$ cat config.mk
export PLATFORM = sky130hd
export DESIGN_NAME = adc_sequencer_comparator_ctl
export DESIGN_NICKNAME = d
export VERILOG_FILES = /design/src/hdl/adc_pkg.sv /design/src/hdl/adc_sequencer_comparator_ctl.sv
export SDC_FILE = /design/constraint.sdc
export NUM_CORES = 1
export LEC_CHECK = 0
export ABC_AREA = 1
export BUFFER_PORTS_ARGS = -buffer_cell sky130_fd_sc_hd__buf_4
export CAP_MARGIN = 20
export CORE_UTILIZATION = 54
export CTS_CLUSTER_DIAMETER = 40
export CTS_CLUSTER_SIZE = 20
export DETAILED_ROUTE_END_ITERATION = 8
export PLACE_DENSITY_LB_ADDON = 0.15
export SLEW_MARGIN = 10
export SYNTH_ARGS = -nofsm -noshare
export SYNTH_HDL_FRONTEND = slang
export SYNTH_SLANG_ARGS = --single-unit
$ cat constraint.sdc
create_clock -name clk -period 3.7 [get_ports clk]
set_input_delay 0.37 -clock clk [delete_from_list [all_inputs] [get_ports clk]]
set_output_delay 0.37 -clock clk [all_outputs]
set_load 0.05 [all_outputs]
$ cat src/hdl/adc_pkg.sv
// Purpose: shared constants and carriers for the converter and comparator control block
// Assumes: classic Wishbone slave with 32-bit data, byte addresses
// Notes:   register byte address is four times the register index
package adc_pkg;

    // bus carriers
    localparam int WB_ADDR_W = 8;

    typedef struct packed {
        logic                 cyc;
        logic                 stb;
        logic                 we;
        logic [WB_ADDR_W-1:0] adr;
        logic [31:0]          dat;
        logic [3:0]           sel;
    } wb_req_t;

    typedef struct packed {
        logic        ack;
        logic [31:0] dat;
    } wb_rsp_t;

    // register indices
    localparam logic [5:0] RESULT_LOW_IDX   = 6'h04;
    localparam logic [5:0] RESULT_HIGH_IDX  = 6'h05;
    localparam logic [5:0] CONV_CTRL_IDX    = 6'h06;
    localparam logic [5:0] CHAN_SEL_IDX     = 6'h07;
    localparam logic [5:0] COMP_CTRL_IDX    = 6'h08;
    localparam logic [5:0] SPECIAL_FUNC_IDX = 6'h09;

    // converter control fields
    localparam int CONV_ENABLE_BIT = 7;
    localparam int CONV_START_BIT  = 6;
    localparam int CONV_FREE_BIT   = 5;
    localparam int CONV_FLAG_BIT   = 4;
    localparam int CONV_IE_BIT     = 3;
    localparam int CONV_PS_LSB     = 0;

    // channel select fields
    localparam int CHAN_REF_LSB  = 6;
    localparam int CHAN_LEFT_BIT = 5;
    localparam int CHAN_MUX_LSB  = 0;

    // comparator control fields
    localparam int COMP_DISABLE_BIT = 7;
    localparam int COMP_BANDGAP_BIT = 6;
    localparam int COMP_OUT_BIT     = 5;
    localparam int COMP_FLAG_BIT    = 4;
    localparam int COMP_IE_BIT      = 3;
    localparam int COMP_ROUTE_BIT   = 2;
    localparam int COMP_MODE_LSB    = 0;

    // special function field
    localparam int SPECIAL_MUX_EN_BIT = 3;

    // reset values
    localparam logic [7:0] REG_RESET = 8'h00;

    // comparator event modes
    localparam logic [1:0] CMP_MODE_TOGGLE  = 2'h0;
    localparam logic [1:0] CMP_MODE_FALLING = 2'h2;
    localparam logic [1:0] CMP_MODE_RISING  = 2'h3;

    // conversion timing in converter clock cycles
    localparam logic [4:0] NORMAL_CYCLES = 5'h0D;
    localparam logic [4:0] EXT_CYCLES    = 5'h19;
    localparam logic [4:0] SH_NORMAL     = 5'h01;   // plus half a cycle
    localparam logic [4:0] SH_EXT        = 5'h0D;   // plus half a cycle

    typedef enum logic [1:0] {
        ST_IDLE = 2'b00,
        ST_WAIT = 2'b01,
        ST_CONV = 2'b11
    } conv_state_t;

endpackage : adc_pkg

$ cat src/hdl/adc_sequencer_comparator_ctl.sv
// Purpose: converter sequencing, result registers and comparator digital side
// Assumes: one 25 MHz clock; analog inputs arrive asynchronously
// Notes:   registers reached over classic Wishbone, one byte per aligned word

module adc_sequencer_comparator_ctl (
    // clock and reset
    input  wire logic            clk,
    input  wire logic            reset,
    // register bus
    input  wire adc_pkg::wb_req_t wb_req,
    output adc_pkg::wb_rsp_t      wb_rsp,
    // cpu side
    input  wire logic            global_irq_enable,
    input  wire logic            conv_vector_taken,
    input  wire logic            comp_vector_taken,
    output logic                 conv_irq,
    output logic                 comp_irq,
    // analog front end
    input  wire logic            comparator_raw,
    input  wire logic [9:0]      sar_result_raw,
    output logic                 converter_power,
    output logic                 sample_hold,
    output logic [4:0]           channel_applied,
    output logic [1:0]           reference_applied,
    output logic [3:0]           neg_input_sel,
    output logic                 comparator_power_off,
    output logic                 bandgap_select,
    // timer capture front end
    output logic                 capture_input
);
    import adc_pkg::*;

    // register state
    logic [7:0]  comp_q;
    logic [7:0]  chan_q;
    logic [7:0]  conv_q;
    logic        mux_enable_q;
    logic [9:0]  result_q;
    logic        lock_q;
    logic        start_q;
    logic        conv_flag_q;
    logic        comp_flag_q;
    logic        ack_q;
    logic [31:0] rdat_q;

    // sequencer state
    conv_state_t state_q;
    logic [4:0]  cyc_cnt_q;
    logic        ext_q;
    logic        init_pend_q;
    logic [6:0]  pre_cnt_q;

    // synchronisers
    logic        cmp_meta_q;
    logic        cmp_sync_q;
    logic        cmp_prev_q;
    logic [9:0]  sar_meta_q;
    logic [9:0]  sar_sync_q;

    // output registers
    logic        conv_irq_q;
    logic        comp_irq_q;
    logic        sample_hold_q;
    logic [4:0]  channel_applied_q;
    logic [1:0]  reference_applied_q;
    logic [3:0]  neg_sel_q;
    logic        capture_q;

    function automatic logic [6:0] divisor_m1(input logic [2:0] code);
        if (code < 3'h2) begin
            return 7'h01;
        end
        return 7'((8'h01 << code) - 8'h01);
    endfunction : divisor_m1

    function automatic logic [15:0] aligned(input logic [9:0] r, input logic left);
        if (left) begin
            return {r, 6'h00};
        end
        return {6'h00, r};
    endfunction : aligned

    // bus decode
    logic       req;
    logic       wr;
    logic       rd;
    logic [5:0] idx;
    assign req = wb_req.cyc & wb_req.stb & ~ack_q;
    assign wr  = req & wb_req.we & wb_req.sel[0];
    assign rd  = req & ~wb_req.we;
    assign idx = wb_req.adr[WB_ADDR_W-1:2];

    logic wr_conv;
    logic wr_chan;
    logic wr_comp;
    logic wr_special;
    assign wr_conv    = wr && idx == CONV_CTRL_IDX;
    assign wr_chan    = wr && idx == CHAN_SEL_IDX;
    assign wr_comp    = wr && idx == COMP_CTRL_IDX;
    assign wr_special = wr && idx == SPECIAL_FUNC_IDX;

    logic enable;
    logic free_run;
    assign enable   = conv_q[CONV_ENABLE_BIT];
    assign free_run = conv_q[CONV_FREE_BIT];

    // prescaler ticks: rise at wrap, fall at half period
    logic [6:0] div_m1;
    logic       rise_tick;
    logic       fall_tick;
    assign div_m1    = divisor_m1(conv_q[CONV_PS_LSB +: 3]);
    assign rise_tick = enable && pre_cnt_q == div_m1;
    assign fall_tick = enable && pre_cnt_q == (div_m1 >> 1);

    logic [4:0] len_m1;
    logic [4:0] sh_at;
    logic       done;
    assign len_m1 = ext_q ? EXT_CYCLES - 5'h01 : NORMAL_CYCLES - 5'h01;
    assign sh_at  = ext_q ? SH_EXT : SH_NORMAL;
    assign done   = state_q == ST_CONV && rise_tick && cyc_cnt_q == len_m1;

    // comparator event select
    logic cmp_rise;
    logic cmp_fall;
    logic cmp_event;
    assign cmp_rise = cmp_sync_q & ~cmp_prev_q;
    assign cmp_fall = ~cmp_sync_q & cmp_prev_q;
    always_comb begin
        unique case (comp_q[COMP_MODE_LSB +: 2])
            CMP_MODE_TOGGLE:  cmp_event = cmp_rise | cmp_fall;
            CMP_MODE_FALLING: cmp_event = cmp_fall;
            CMP_MODE_RISING:  cmp_event = cmp_rise;
            default:          cmp_event = 1'b0;
        endcase
    end

    // synchronisers
    always_ff @(posedge clk or posedge reset) begin
        if (reset) begin
            cmp_meta_q <= 1'b0;
            cmp_sync_q <= 1'b0;
            cmp_prev_q <= 1'b0;
            sar_meta_q <= 10'h000;
            sar_sync_q <= 10'h000;
        end else begin
            cmp_meta_q <= comparator_raw;
            cmp_sync_q <= cmp_meta_q;
            cmp_prev_q <= cmp_sync_q;
            sar_meta_q <= sar_result_raw;
            sar_sync_q <= sar_meta_q;
        end
    end

    // software-written control bits
    always_ff @(posedge clk or posedge reset) begin
        if (reset) begin
            comp_q       <= REG_RESET;
            chan_q       <= REG_RESET;
            conv_q       <= REG_RESET;
            mux_enable_q <= 1'b0;
        end else begin
            if (wr_comp) begin
                comp_q <= wb_req.dat[7:0];
            end
            if (wr_chan) begin
                chan_q <= wb_req.dat[7:0];
            end
            if (wr_conv) begin
                conv_q <= wb_req.dat[7:0];
            end
            if (wr_special) begin
                mux_enable_q <= wb_req.dat[SPECIAL_MUX_EN_BIT];
            end
        end
    end

    // start bit: set by writing one with enable, cleared on single-mode completion or abort
    always_ff @(posedge clk or posedge reset) begin
        if (reset) begin
            start_q <= 1'b0;
        end else if (wr_conv && wb_req.dat[CONV_START_BIT] && wb_req.dat[CONV_ENABLE_BIT]) begin
            start_q <= 1'b1;
        end else if (!enable) begin
            start_q <= 1'b0;
        end else if (done && !free_run) begin
            start_q <= 1'b0;
        end
    end

    // prescaler, held at zero while the converter is off
    always_ff @(posedge clk or posedge reset) begin
        if (reset) begin
            pre_cnt_q <= 7'h00;
        end else if (!enable || pre_cnt_q >= div_m1) begin
            pre_cnt_q <= 7'h00;
        end else begin
            pre_cnt_q <= pre_cnt_q + 7'h01;
        end
    end

    // conversion sequencer
    always_ff @(posedge clk or posedge reset) begin
        if (reset) begin
            state_q             <= ST_IDLE;
            cyc_cnt_q           <= 5'h00;
            ext_q               <= 1'b0;
            init_pend_q         <= 1'b1;
            channel_applied_q   <= 5'h00;
            reference_applied_q <= 2'h0;
        end else if (!enable) begin
            state_q     <= ST_IDLE;
            cyc_cnt_q   <= 5'h00;
            ext_q       <= 1'b0;
            init_pend_q <= 1'b1;
        end else begin
            unique case (state_q)
                ST_IDLE: begin
                    if (start_q) begin
                        state_q <= ST_WAIT;
                    end
                end
                ST_WAIT: begin
                    if (rise_tick) begin
                        state_q             <= ST_CONV;
                        cyc_cnt_q           <= 5'h00;
                        ext_q               <= init_pend_q;
                        init_pend_q         <= 1'b0;
                        channel_applied_q   <= chan_q[CHAN_MUX_LSB +: 5];
                        reference_applied_q <= chan_q[CHAN_REF_LSB +: 2];
                    end
                end
                ST_CONV: begin
                    if (done) begin
                        cyc_cnt_q <= 5'h00;
                        ext_q     <= 1'b0;
                        if (free_run) begin
                            channel_applied_q   <= chan_q[CHAN_MUX_LSB +: 5];
                            reference_applied_q <= chan_q[CHAN_REF_LSB +: 2];
                        end else begin
                            state_q <= ST_IDLE;
                        end
                    end else if (rise_tick) begin
                        cyc_cnt_q <= cyc_cnt_q + 5'h01;
                    end
                end
            endcase
        end
    end

    // sample and hold strobe on the half-cycle falling edge
    always_ff @(posedge clk or posedge reset) begin
        if (reset) begin
            sample_hold_q <= 1'b0;
        end else begin
            sample_hold_q <= state_q == ST_CONV && fall_tick && cyc_cnt_q == sh_at;
        end
    end

    // result register and read lock
    always_ff @(posedge clk or posedge reset) begin
        if (reset) begin
            result_q <= 10'h000;
        end else if (done && !lock_q) begin
            result_q <= sar_sync_q;
        end
    end

    always_ff @(posedge clk or posedge reset) begin
        if (reset) begin
            lock_q <= 1'b0;
        end else if (rd && idx == RESULT_LOW_IDX) begin
            lock_q <= 1'b1;
        end else if (rd && idx == RESULT_HIGH_IDX) begin
            lock_q <= 1'b0;
        end
    end

    // flags: a hardware set beats a software clear in the same cycle
    always_ff @(posedge clk or posedge reset) begin
        if (reset) begin
            conv_flag_q <= 1'b0;
        end else if (done) begin
            conv_flag_q <= 1'b1;
        end else if (conv_vector_taken || (wr_conv && wb_req.dat[CONV_FLAG_BIT])) begin
            conv_flag_q <= 1'b0;
        end
    end

    always_ff @(posedge clk or posedge reset) begin
        if (reset) begin
            comp_flag_q <= 1'b0;
        end else if (cmp_event) begin
            comp_flag_q <= 1'b1;
        end else if (comp_vector_taken || (wr_comp && wb_req.dat[COMP_FLAG_BIT])) begin
            comp_flag_q <= 1'b0;
        end
    end

    // interrupt requests and comparator routing
    always_ff @(posedge clk or posedge reset) begin
        if (reset) begin
            conv_irq_q <= 1'b0;
            comp_irq_q <= 1'b0;
            capture_q  <= 1'b0;
            neg_sel_q  <= 4'h0;
        end else begin
            conv_irq_q <= conv_flag_q & conv_q[CONV_IE_BIT] & global_irq_enable;
            comp_irq_q <= comp_flag_q & comp_q[COMP_IE_BIT] & global_irq_enable;
            capture_q  <= comp_q[COMP_ROUTE_BIT] & cmp_sync_q;
            // msb set means a converter pin replaces the dedicated negative pin
            if (mux_enable_q && !enable) begin
                neg_sel_q <= {1'b1, chan_q[CHAN_MUX_LSB +: 3]};
            end else begin
                neg_sel_q <= 4'h0;
            end
        end
    end

    // bus answer, one wait state
    logic [15:0] view;
    assign view = aligned(result_q, chan_q[CHAN_LEFT_BIT]);

    always_ff @(posedge clk or posedge reset) begin
        if (reset) begin
            ack_q  <= 1'b0;
            rdat_q <= 32'h0000_0000;
        end else begin
            ack_q <= req;
            if (rd) begin
                unique case (idx)
                    RESULT_LOW_IDX:   rdat_q <= {24'h000000, view[7:0]};
                    RESULT_HIGH_IDX:  rdat_q <= {24'h000000, view[15:8]};
                    CONV_CTRL_IDX:    rdat_q <= {24'h000000, conv_q[7], start_q,
                                                 conv_q[5], conv_flag_q, conv_q[3:0]};
                    CHAN_SEL_IDX:     rdat_q <= {24'h000000, chan_q};
                    COMP_CTRL_IDX:    rdat_q <= {24'h000000, comp_q[7:6], cmp_sync_q,
                                                 comp_flag_q, comp_q[3:0]};
                    SPECIAL_FUNC_IDX: rdat_q <= {24'h000000, 4'h0, mux_enable_q, 3'h0};
                    default:          rdat_q <= 32'h0000_0000;
                endcase
            end
        end
    end

    assign wb_rsp.ack           = ack_q;
    assign wb_rsp.dat           = rdat_q;
    assign conv_irq             = conv_irq_q;
    assign comp_irq             = comp_irq_q;
    assign converter_power      = conv_q[CONV_ENABLE_BIT];
    assign sample_hold          = sample_hold_q;
    assign channel_applied      = channel_applied_q;
    assign reference_applied    = reference_applied_q;
    assign neg_input_sel        = neg_sel_q;
    assign comparator_power_off = comp_q[COMP_DISABLE_BIT];
    assign bandgap_select       = comp_q[COMP_BANDGAP_BIT];
    assign capture_input        = capture_q;

endmodule : adc_sequencer_comparator_ctl

* After elaboration in Yosys (flattened, before gate mapping)
Cells that the tools add are included.
** Word-level totals
- Register bits after elaboration :: 126
- Memories kept :: 0
- ROM bits :: 0
- Output and inout port bits :: 51
- Input bits :: 63
- Word-level logic and storage cells :: 160
- Memory bits (writable) :: 0
- Bits in latches :: 0
** Cells by class
- Divide/modulo/power cells :: 0
- Muxes and demuxes :: 47
- $mul :: 0
- $lt $le $gt $ge :: 2
- Add/subtract/negate cells :: 3
- Bitwise operators :: 17
- Reduce and logical (&&, ||, !) cells :: 36
- Shifts and indexed selects :: 1
- Equality and inequality tests :: 26
** Operators by type and width (count)
- one-hot mux 8 bit (6 select lines) :: 1
- 2-to-1 mux 5 bit :: 8
- 2-to-1 mux 16 bit :: 2
- equality test 6 x 3 -> 1 bit (second input constant) :: 4
- 2-to-1 mux 7 bit :: 3
- one-hot mux 5 bit (2 select lines) :: 2
- logical AND 1 bit :: 19
- 2-to-1 mux 1 bit :: 17
- 2-to-1 mux 2 bit :: 8
- bitwise AND 1 bit :: 12
- equality test 6 x 4 -> 1 bit (second input constant) :: 2
- inequality test 3 bit (second input constant) :: 4
- 2-to-1 mux 4 bit :: 2
- nonzero test 2 bit :: 4
- adder 7 x 1 -> 7 bit (second input constant) :: 1
- equality test 7 x 6 -> 1 bit :: 1
- equality test 7 bit :: 1
- greater-or-equal comparator 7 bit :: 1
- left shift 1 x 3 -> 7 bit (first input constant) :: 1
- subtractor 7 x 1 -> 7 bit (second input constant) :: 1
- equality test 2 bit (second input constant) :: 3
- inequality test 2 bit (second input constant) :: 3
- inequality test 3 x 1 -> 1 bit (second input constant) :: 2
- one-hot mux 2 bit (3 select lines) :: 1
- other kinds (19) :: 29

* Longest topological paths before layout
- Word-level depth :: 11
- Depth in mapped cells :: 16
- Gate-level depth less buffers :: 16

* Worst setup path before layout
No wires, ideal clock.
- Kind :: reg-to-reg
- From :: register conv_q[1]
- To :: register result_q[2]
- Cell stages (with the launch flop) :: 16
- Library setup time :: 116 ps
- Arrival time :: 2387 ps
- Slack :: 1196 ps
- Period minus slack after synthesis :: 2504 ps
- Buffers on the path :: 1
- Data required time :: 3584 ps
- Cell sequence :: dfrtp_1 -> nor2_1 -> nand2_1 -> ha_1 -> xnor2_1 -> a21boi_0 -> ha_1 -> nand2_1 -> nor2_1 -> nand2_1 -> nor2_1 -> nand2_2 -> or2_1 -> buf_6 -> nand2_1 -> nand2_1
** On the way
- Word-level cells in the longest chain between the ends :: 8
- Elaborated cells between the ends (all ways) :: 10
- Those cells by class :: 1 x add/sub; 1 x order compare; 1 x eq/ne; 1 x shift; 2 x mux; 4 x reduce/logical
** RTL lines
- from (decl) :: line adc_sequencer_comparator_ctl.sv:36 : logic [7:0] conv_q;
- from (signal assigned) :: line adc_sequencer_comparator_ctl.sv:169 : conv_q <= wb_req.dat[7:0];
- left shift 1 x 3 -> 7 bit / less-than comparator 3 x 2 -> 1 bit (equally long branches) :: line adc_sequencer_comparator_ctl.sv:73, adc_sequencer_comparator_ctl.sv:70
- subtractor 7 x 1 -> 7 bit / 2-to-1 mux 1 bit (equally long branches) :: line adc_sequencer_comparator_ctl.sv:73, adc_sequencer_comparator_ctl.sv:70
- 2-to-1 mux 7 bit (*) :: line adc_sequencer_comparator_ctl.sv:73 : return 7'((8'h01 << code) - 8'h01);
- equality test 7 bit (*) :: line adc_sequencer_comparator_ctl.sv:112 : assign rise_tick = enable && pre_cnt_q == div_m1;
- logical AND 1 bit (*) :: line adc_sequencer_comparator_ctl.sv:112
- logical AND 1 bit (*) (2 in series) :: line adc_sequencer_comparator_ctl.sv:120 : assign done = state_q == ST_CONV && rise_tick && cyc_cnt_q == len_m1;
- logical AND 1 bit (*) :: line adc_sequencer_comparator_ctl.sv:263 : end else if (done && !lock_q) begin
- to (signal assigned) :: line adc_sequencer_comparator_ctl.sv:264 : result_q <= sar_sync_q;
- to (decl) :: line adc_sequencer_comparator_ctl.sv:38 : logic [9:0] result_q;
Mark *: on every way between the ends. The rest lies on a longest branch, timed or not.
A chain may end at the register's enable or synchronous reset.

* Final worst setup path
- From :: register conv_q[0]
- To :: register cyc_cnt_q[2]
** On the way
- Word-level cells in the longest chain between the ends :: 10
- Elaborated cells between the ends (all ways) :: 15
- Those cells by class :: 1 x add/sub; 1 x order compare; 3 x eq/ne; 1 x shift; 5 x mux; 4 x reduce/logical
** RTL lines
- left shift 1 x 3 -> 7 bit / less-than comparator 3 x 2 -> 1 bit (equally long branches) :: line adc_sequencer_comparator_ctl.sv:73, adc_sequencer_comparator_ctl.sv:70
- subtractor 7 x 1 -> 7 bit / 2-to-1 mux 1 bit (equally long branches) :: line adc_sequencer_comparator_ctl.sv:73, adc_sequencer_comparator_ctl.sv:70
- 2-to-1 mux 7 bit (*) :: line adc_sequencer_comparator_ctl.sv:73
- equality test 7 bit (*) :: line adc_sequencer_comparator_ctl.sv:112
- logical AND 1 bit (*) :: line adc_sequencer_comparator_ctl.sv:112
- logical AND 1 bit (2 in series) :: line adc_sequencer_comparator_ctl.sv:120
- 2-to-1 mux 5 bit :: line adc_sequencer_comparator_ctl.sv:233 : if (done) begin
- one-hot mux 5 bit (2 select lines) :: line adc_sequencer_comparator_ctl.sv:216 : unique case (state_q)
- 2-to-1 mux 5 bit :: line adc_sequencer_comparator_ctl.sv:210 : end else if (!enable) begin
- to (signal assigned) :: line adc_sequencer_comparator_ctl.sv:243 : cyc_cnt_q <= cyc_cnt_q + 5'h01;
- to (decl) :: line adc_sequencer_comparator_ctl.sv:48 : logic [4:0] cyc_cnt_q;
Marks and branches as above.

==> results.cfg <==
[status]
status = completed

[layout]
drive_gt1_share_pct = 17.47
fillers = 767
multi_input_area_sq_um = 1988
design_area_sq_um = 5492
nets = 713
antennaDiodeCount = 0
regArea_sq_um = 2454
syn2layout_area_growth_pct = 12.63

[die]
die_w_microns = 97.03
rows = 34
coreArea_sq_um = 8721
io_pins = 114
start_util_pct = 55.91
die_area_sq_um = 9414
die-height_microns = 97.03

[synthesis]
synth_edf_count = 0
ys_top_cells_by_count = 162 x nand2_1, 97 x dfrtp_1, 58 x inv_1, 48 x nor2_1, 43 x o21ai_0
netlist_area_sq_um = 4876
ys_top_cells_by_area = dfrtp_1 50%, nand2_1 12%, inv_1 4.5%
synth_cell_types = 38
ys_ff_latch = 98
synth_top_area_share_pct = 49.78
synth-main-ff-cell = dfrtp_1
syn_avg_cell_area_sq_um = 8.465
ys_seq_area_share_pct = 50.32
synth.most_common_cell = nand2_1
synth_cells = 576
synth_largest_area_cell = dfrtp_1
synth_warnings = 0
async_reset_ff_share_pct = 100.0

[setup_path]
crit_top_cell = nand2_1
crit_family = simple AND/OR/NAND/NOR gates
reg2regPathDepth = 15
startpoint_type = flip-flop
end_kind = flip-flop
r2r-start = conv_q[0]
cp_cell_sequence = nor2_1, nand2_1, ha_1, xnor2_1, a21boi_0, ha_1, nand2_1, nor2_1, nand2_1, nor2_1, nand2_2, nand3_1, nand2_1, nand3_1, inv_1
reg2reg_slack_ps = 580
critPathMaxFanout = 6
cp.required_ps = 3980
critPathBufInv = 1
crit_slowest_cell = dfrtp_1
slowest_delay_ps = 470
critical_path_class = reg -> reg
rr_endpoint = cyc_cnt_q[2]
arrival_ps = 3390

[cts]
h-tree-depth = 3
cts_tree = built
cts_buffers = 9
clk_latency_ps = 370
clock-root-buffer = clkbuf_8
postCtsResizedCells = 0
clock_path_buffers = 2
cts_setup_buffers = 0
clk_pin_slew_ps = 100
clock_sinks = 98

[sta]
timing.final.hold_violations = 0
fmax_mhz = 320.9
hold_ws_ps = 99.34
tns_ps = 0
period_needed_ps = 3116
worstMarginPinSlew_ps = 630.2
fin_crit_sh_pct = 84.22
finalWorstSetupSlack_ps = 583.8
finalSetupViolCount = 0
drv_slew = 0
rsz0062_at_grt = false
skew_ps = 9.129
max-slew-margin-rel_pct = 57.94

[grt]
grt_pass1_wl_microns = 17060
gr-usage-all-layers_pct = 22.82
antenna_found_initial = 0
grt_overflow = 0
grt_pass1_vias = 3582
grt_max_degree = 40

[power_and_ir_drop]
leakage_nw = 2.828
power.total_w = 0.001978
power_density_nw_per_um2 = 360.2
vdd_drop_max_uv = 259.0

[place]
port_buffers = 60
place_congestion = 0.8854
place_hpwl_microns = 7366
place_area_sq_um = 5288
place_ws_ps = 694.3

[detailed_routing]
drt-pass1-iter-count = 5
wl_microns = 10100
drc = 0
via_per_inst = 5.123
drt-wirelength-per-cell_microns = 13.48
drt_iter0_markers = 227
final_antenna_net_count = 0
via_count = 3837

[worst_hold_path]
min_from = sar_result_raw[9]
min_to = sar_meta_q[9]
worstHoldPathType = in -> reg
holdPathStages = 1

[job]
cap_violations = 0
worst reg2reg max path, delay by kind of cell, from the launching register on:
family	cells	cell delay, ps
and+or+nand+nor	10	1260
adders and majority gates	2	630
DFF	1	470
xor gates and xnor gates	1	360
AOI/OAI and AO/OA	1	260
buffers and inverters	1	50
area by class of cell:
type / count / share of cell area (%)
flip-flops and latches: 98 / 44.68
multi-input cells: 399 / 36.20
repair buffers: 63 / 8.658
inverters: 65 / 4.466
well taps: 108 / 2.461
clock buffers: 9 / 2.256
clock inverters: 7 / 1.276
cells by family after synthesis:
kind of cell,count (synthesis),share of synthesized area [%]
and+or+nand+nor,274,24.89
buffers and inverters,102,10.67
DFF,98,50.32
AOI/OAI and AO/OA,77,8.751
adders and majority gates,14,3.593
xor gates and xnor gates,9,1.617
other,2,0.1540
per-stage QoR:
| step | util [%] | instances |
|---|---|---|
| after detailed placement | 60.63 | 732 |
| after global routing | 62.97 | 749 |
| final | 62.97 | 749 |
| after global placement | 60.63 | 732 |
| after floorplan | - | 599 |
| after CTS | 62.97 | 749 |
placed cells by master, fill, tap and decap left out, types with 3 or more instances in the layout:
cell type,synthesis,routed
a21oi_1,12,12
buf_4,27,62
clkbuf_8,0,9
conb_1,2,25
dfrtp_1,97,97
ha_1,14,14
inv_1,58,57
inv_2,5,5
nand2_1,162,162
nand2_2,4,4
nand3_1,22,22
nand4_1,15,15
nor2_1,48,48
nor2_2,5,5
nor2_4,5,5
nor3_1,5,5
o21ai_0,43,43
o21ai_1,8,8
o21ai_2,7,7
xnor2_1,3,3
xor2_1,6,6
registers in the layout, summed over array words and instances (netlist names), 2 cells and up:
name	flops
sar_meta_q	10
conv_q	6
channel_applied	5
chan_q	8
state_q	2
reference_applied	2
pre_cnt_q	7
sar_sync_q	10
cyc_cnt_q	5
neg_input_sel	4
rdat_q	8
result_q	10
comp_q	6
metal layers:
layer  vias to the layer above  global-route usage [%]  part of all wire, %
met5                         -                       0                    0
met4                         0                   8.840                  1.3
met3                        11                   4.986                  6.3
met2                       137                   34.29                   45
met1                      1796                   32.41                   48
li1                       1893                       -                    -
worst max path at each step:
stage,start,to,slack [ps],depth (start not counted)
finish,conv_q[0],cyc_cnt_q[2],580,15
global route,conv_q[0],cyc_cnt_q[2],300,15
CTS,conv_q[0],cyc_cnt_q[2],670,15
detailed placement,conv_q[0],cyc_cnt_q[2],690,15
global placement,conv_q[2],ext_q,850,15
floorplan,reset,ack_q,770,1
where the power goes:
group / internal (W) / switching (W) / leakage (nW)
combinational: 0.0000476 / 0.000140 / 1.44
sequential: 0.00109 / 0.0000158 / 1.29
clock: 0.000265 / 0.000416 / 0.101
repair_timing:
item,4_1_cts,5_1_grt
hold endpoints to repair,19,0
hold buffers,1,0
endpoints found under the setup margin,0,0
Power figures use the tool's default switching activity.
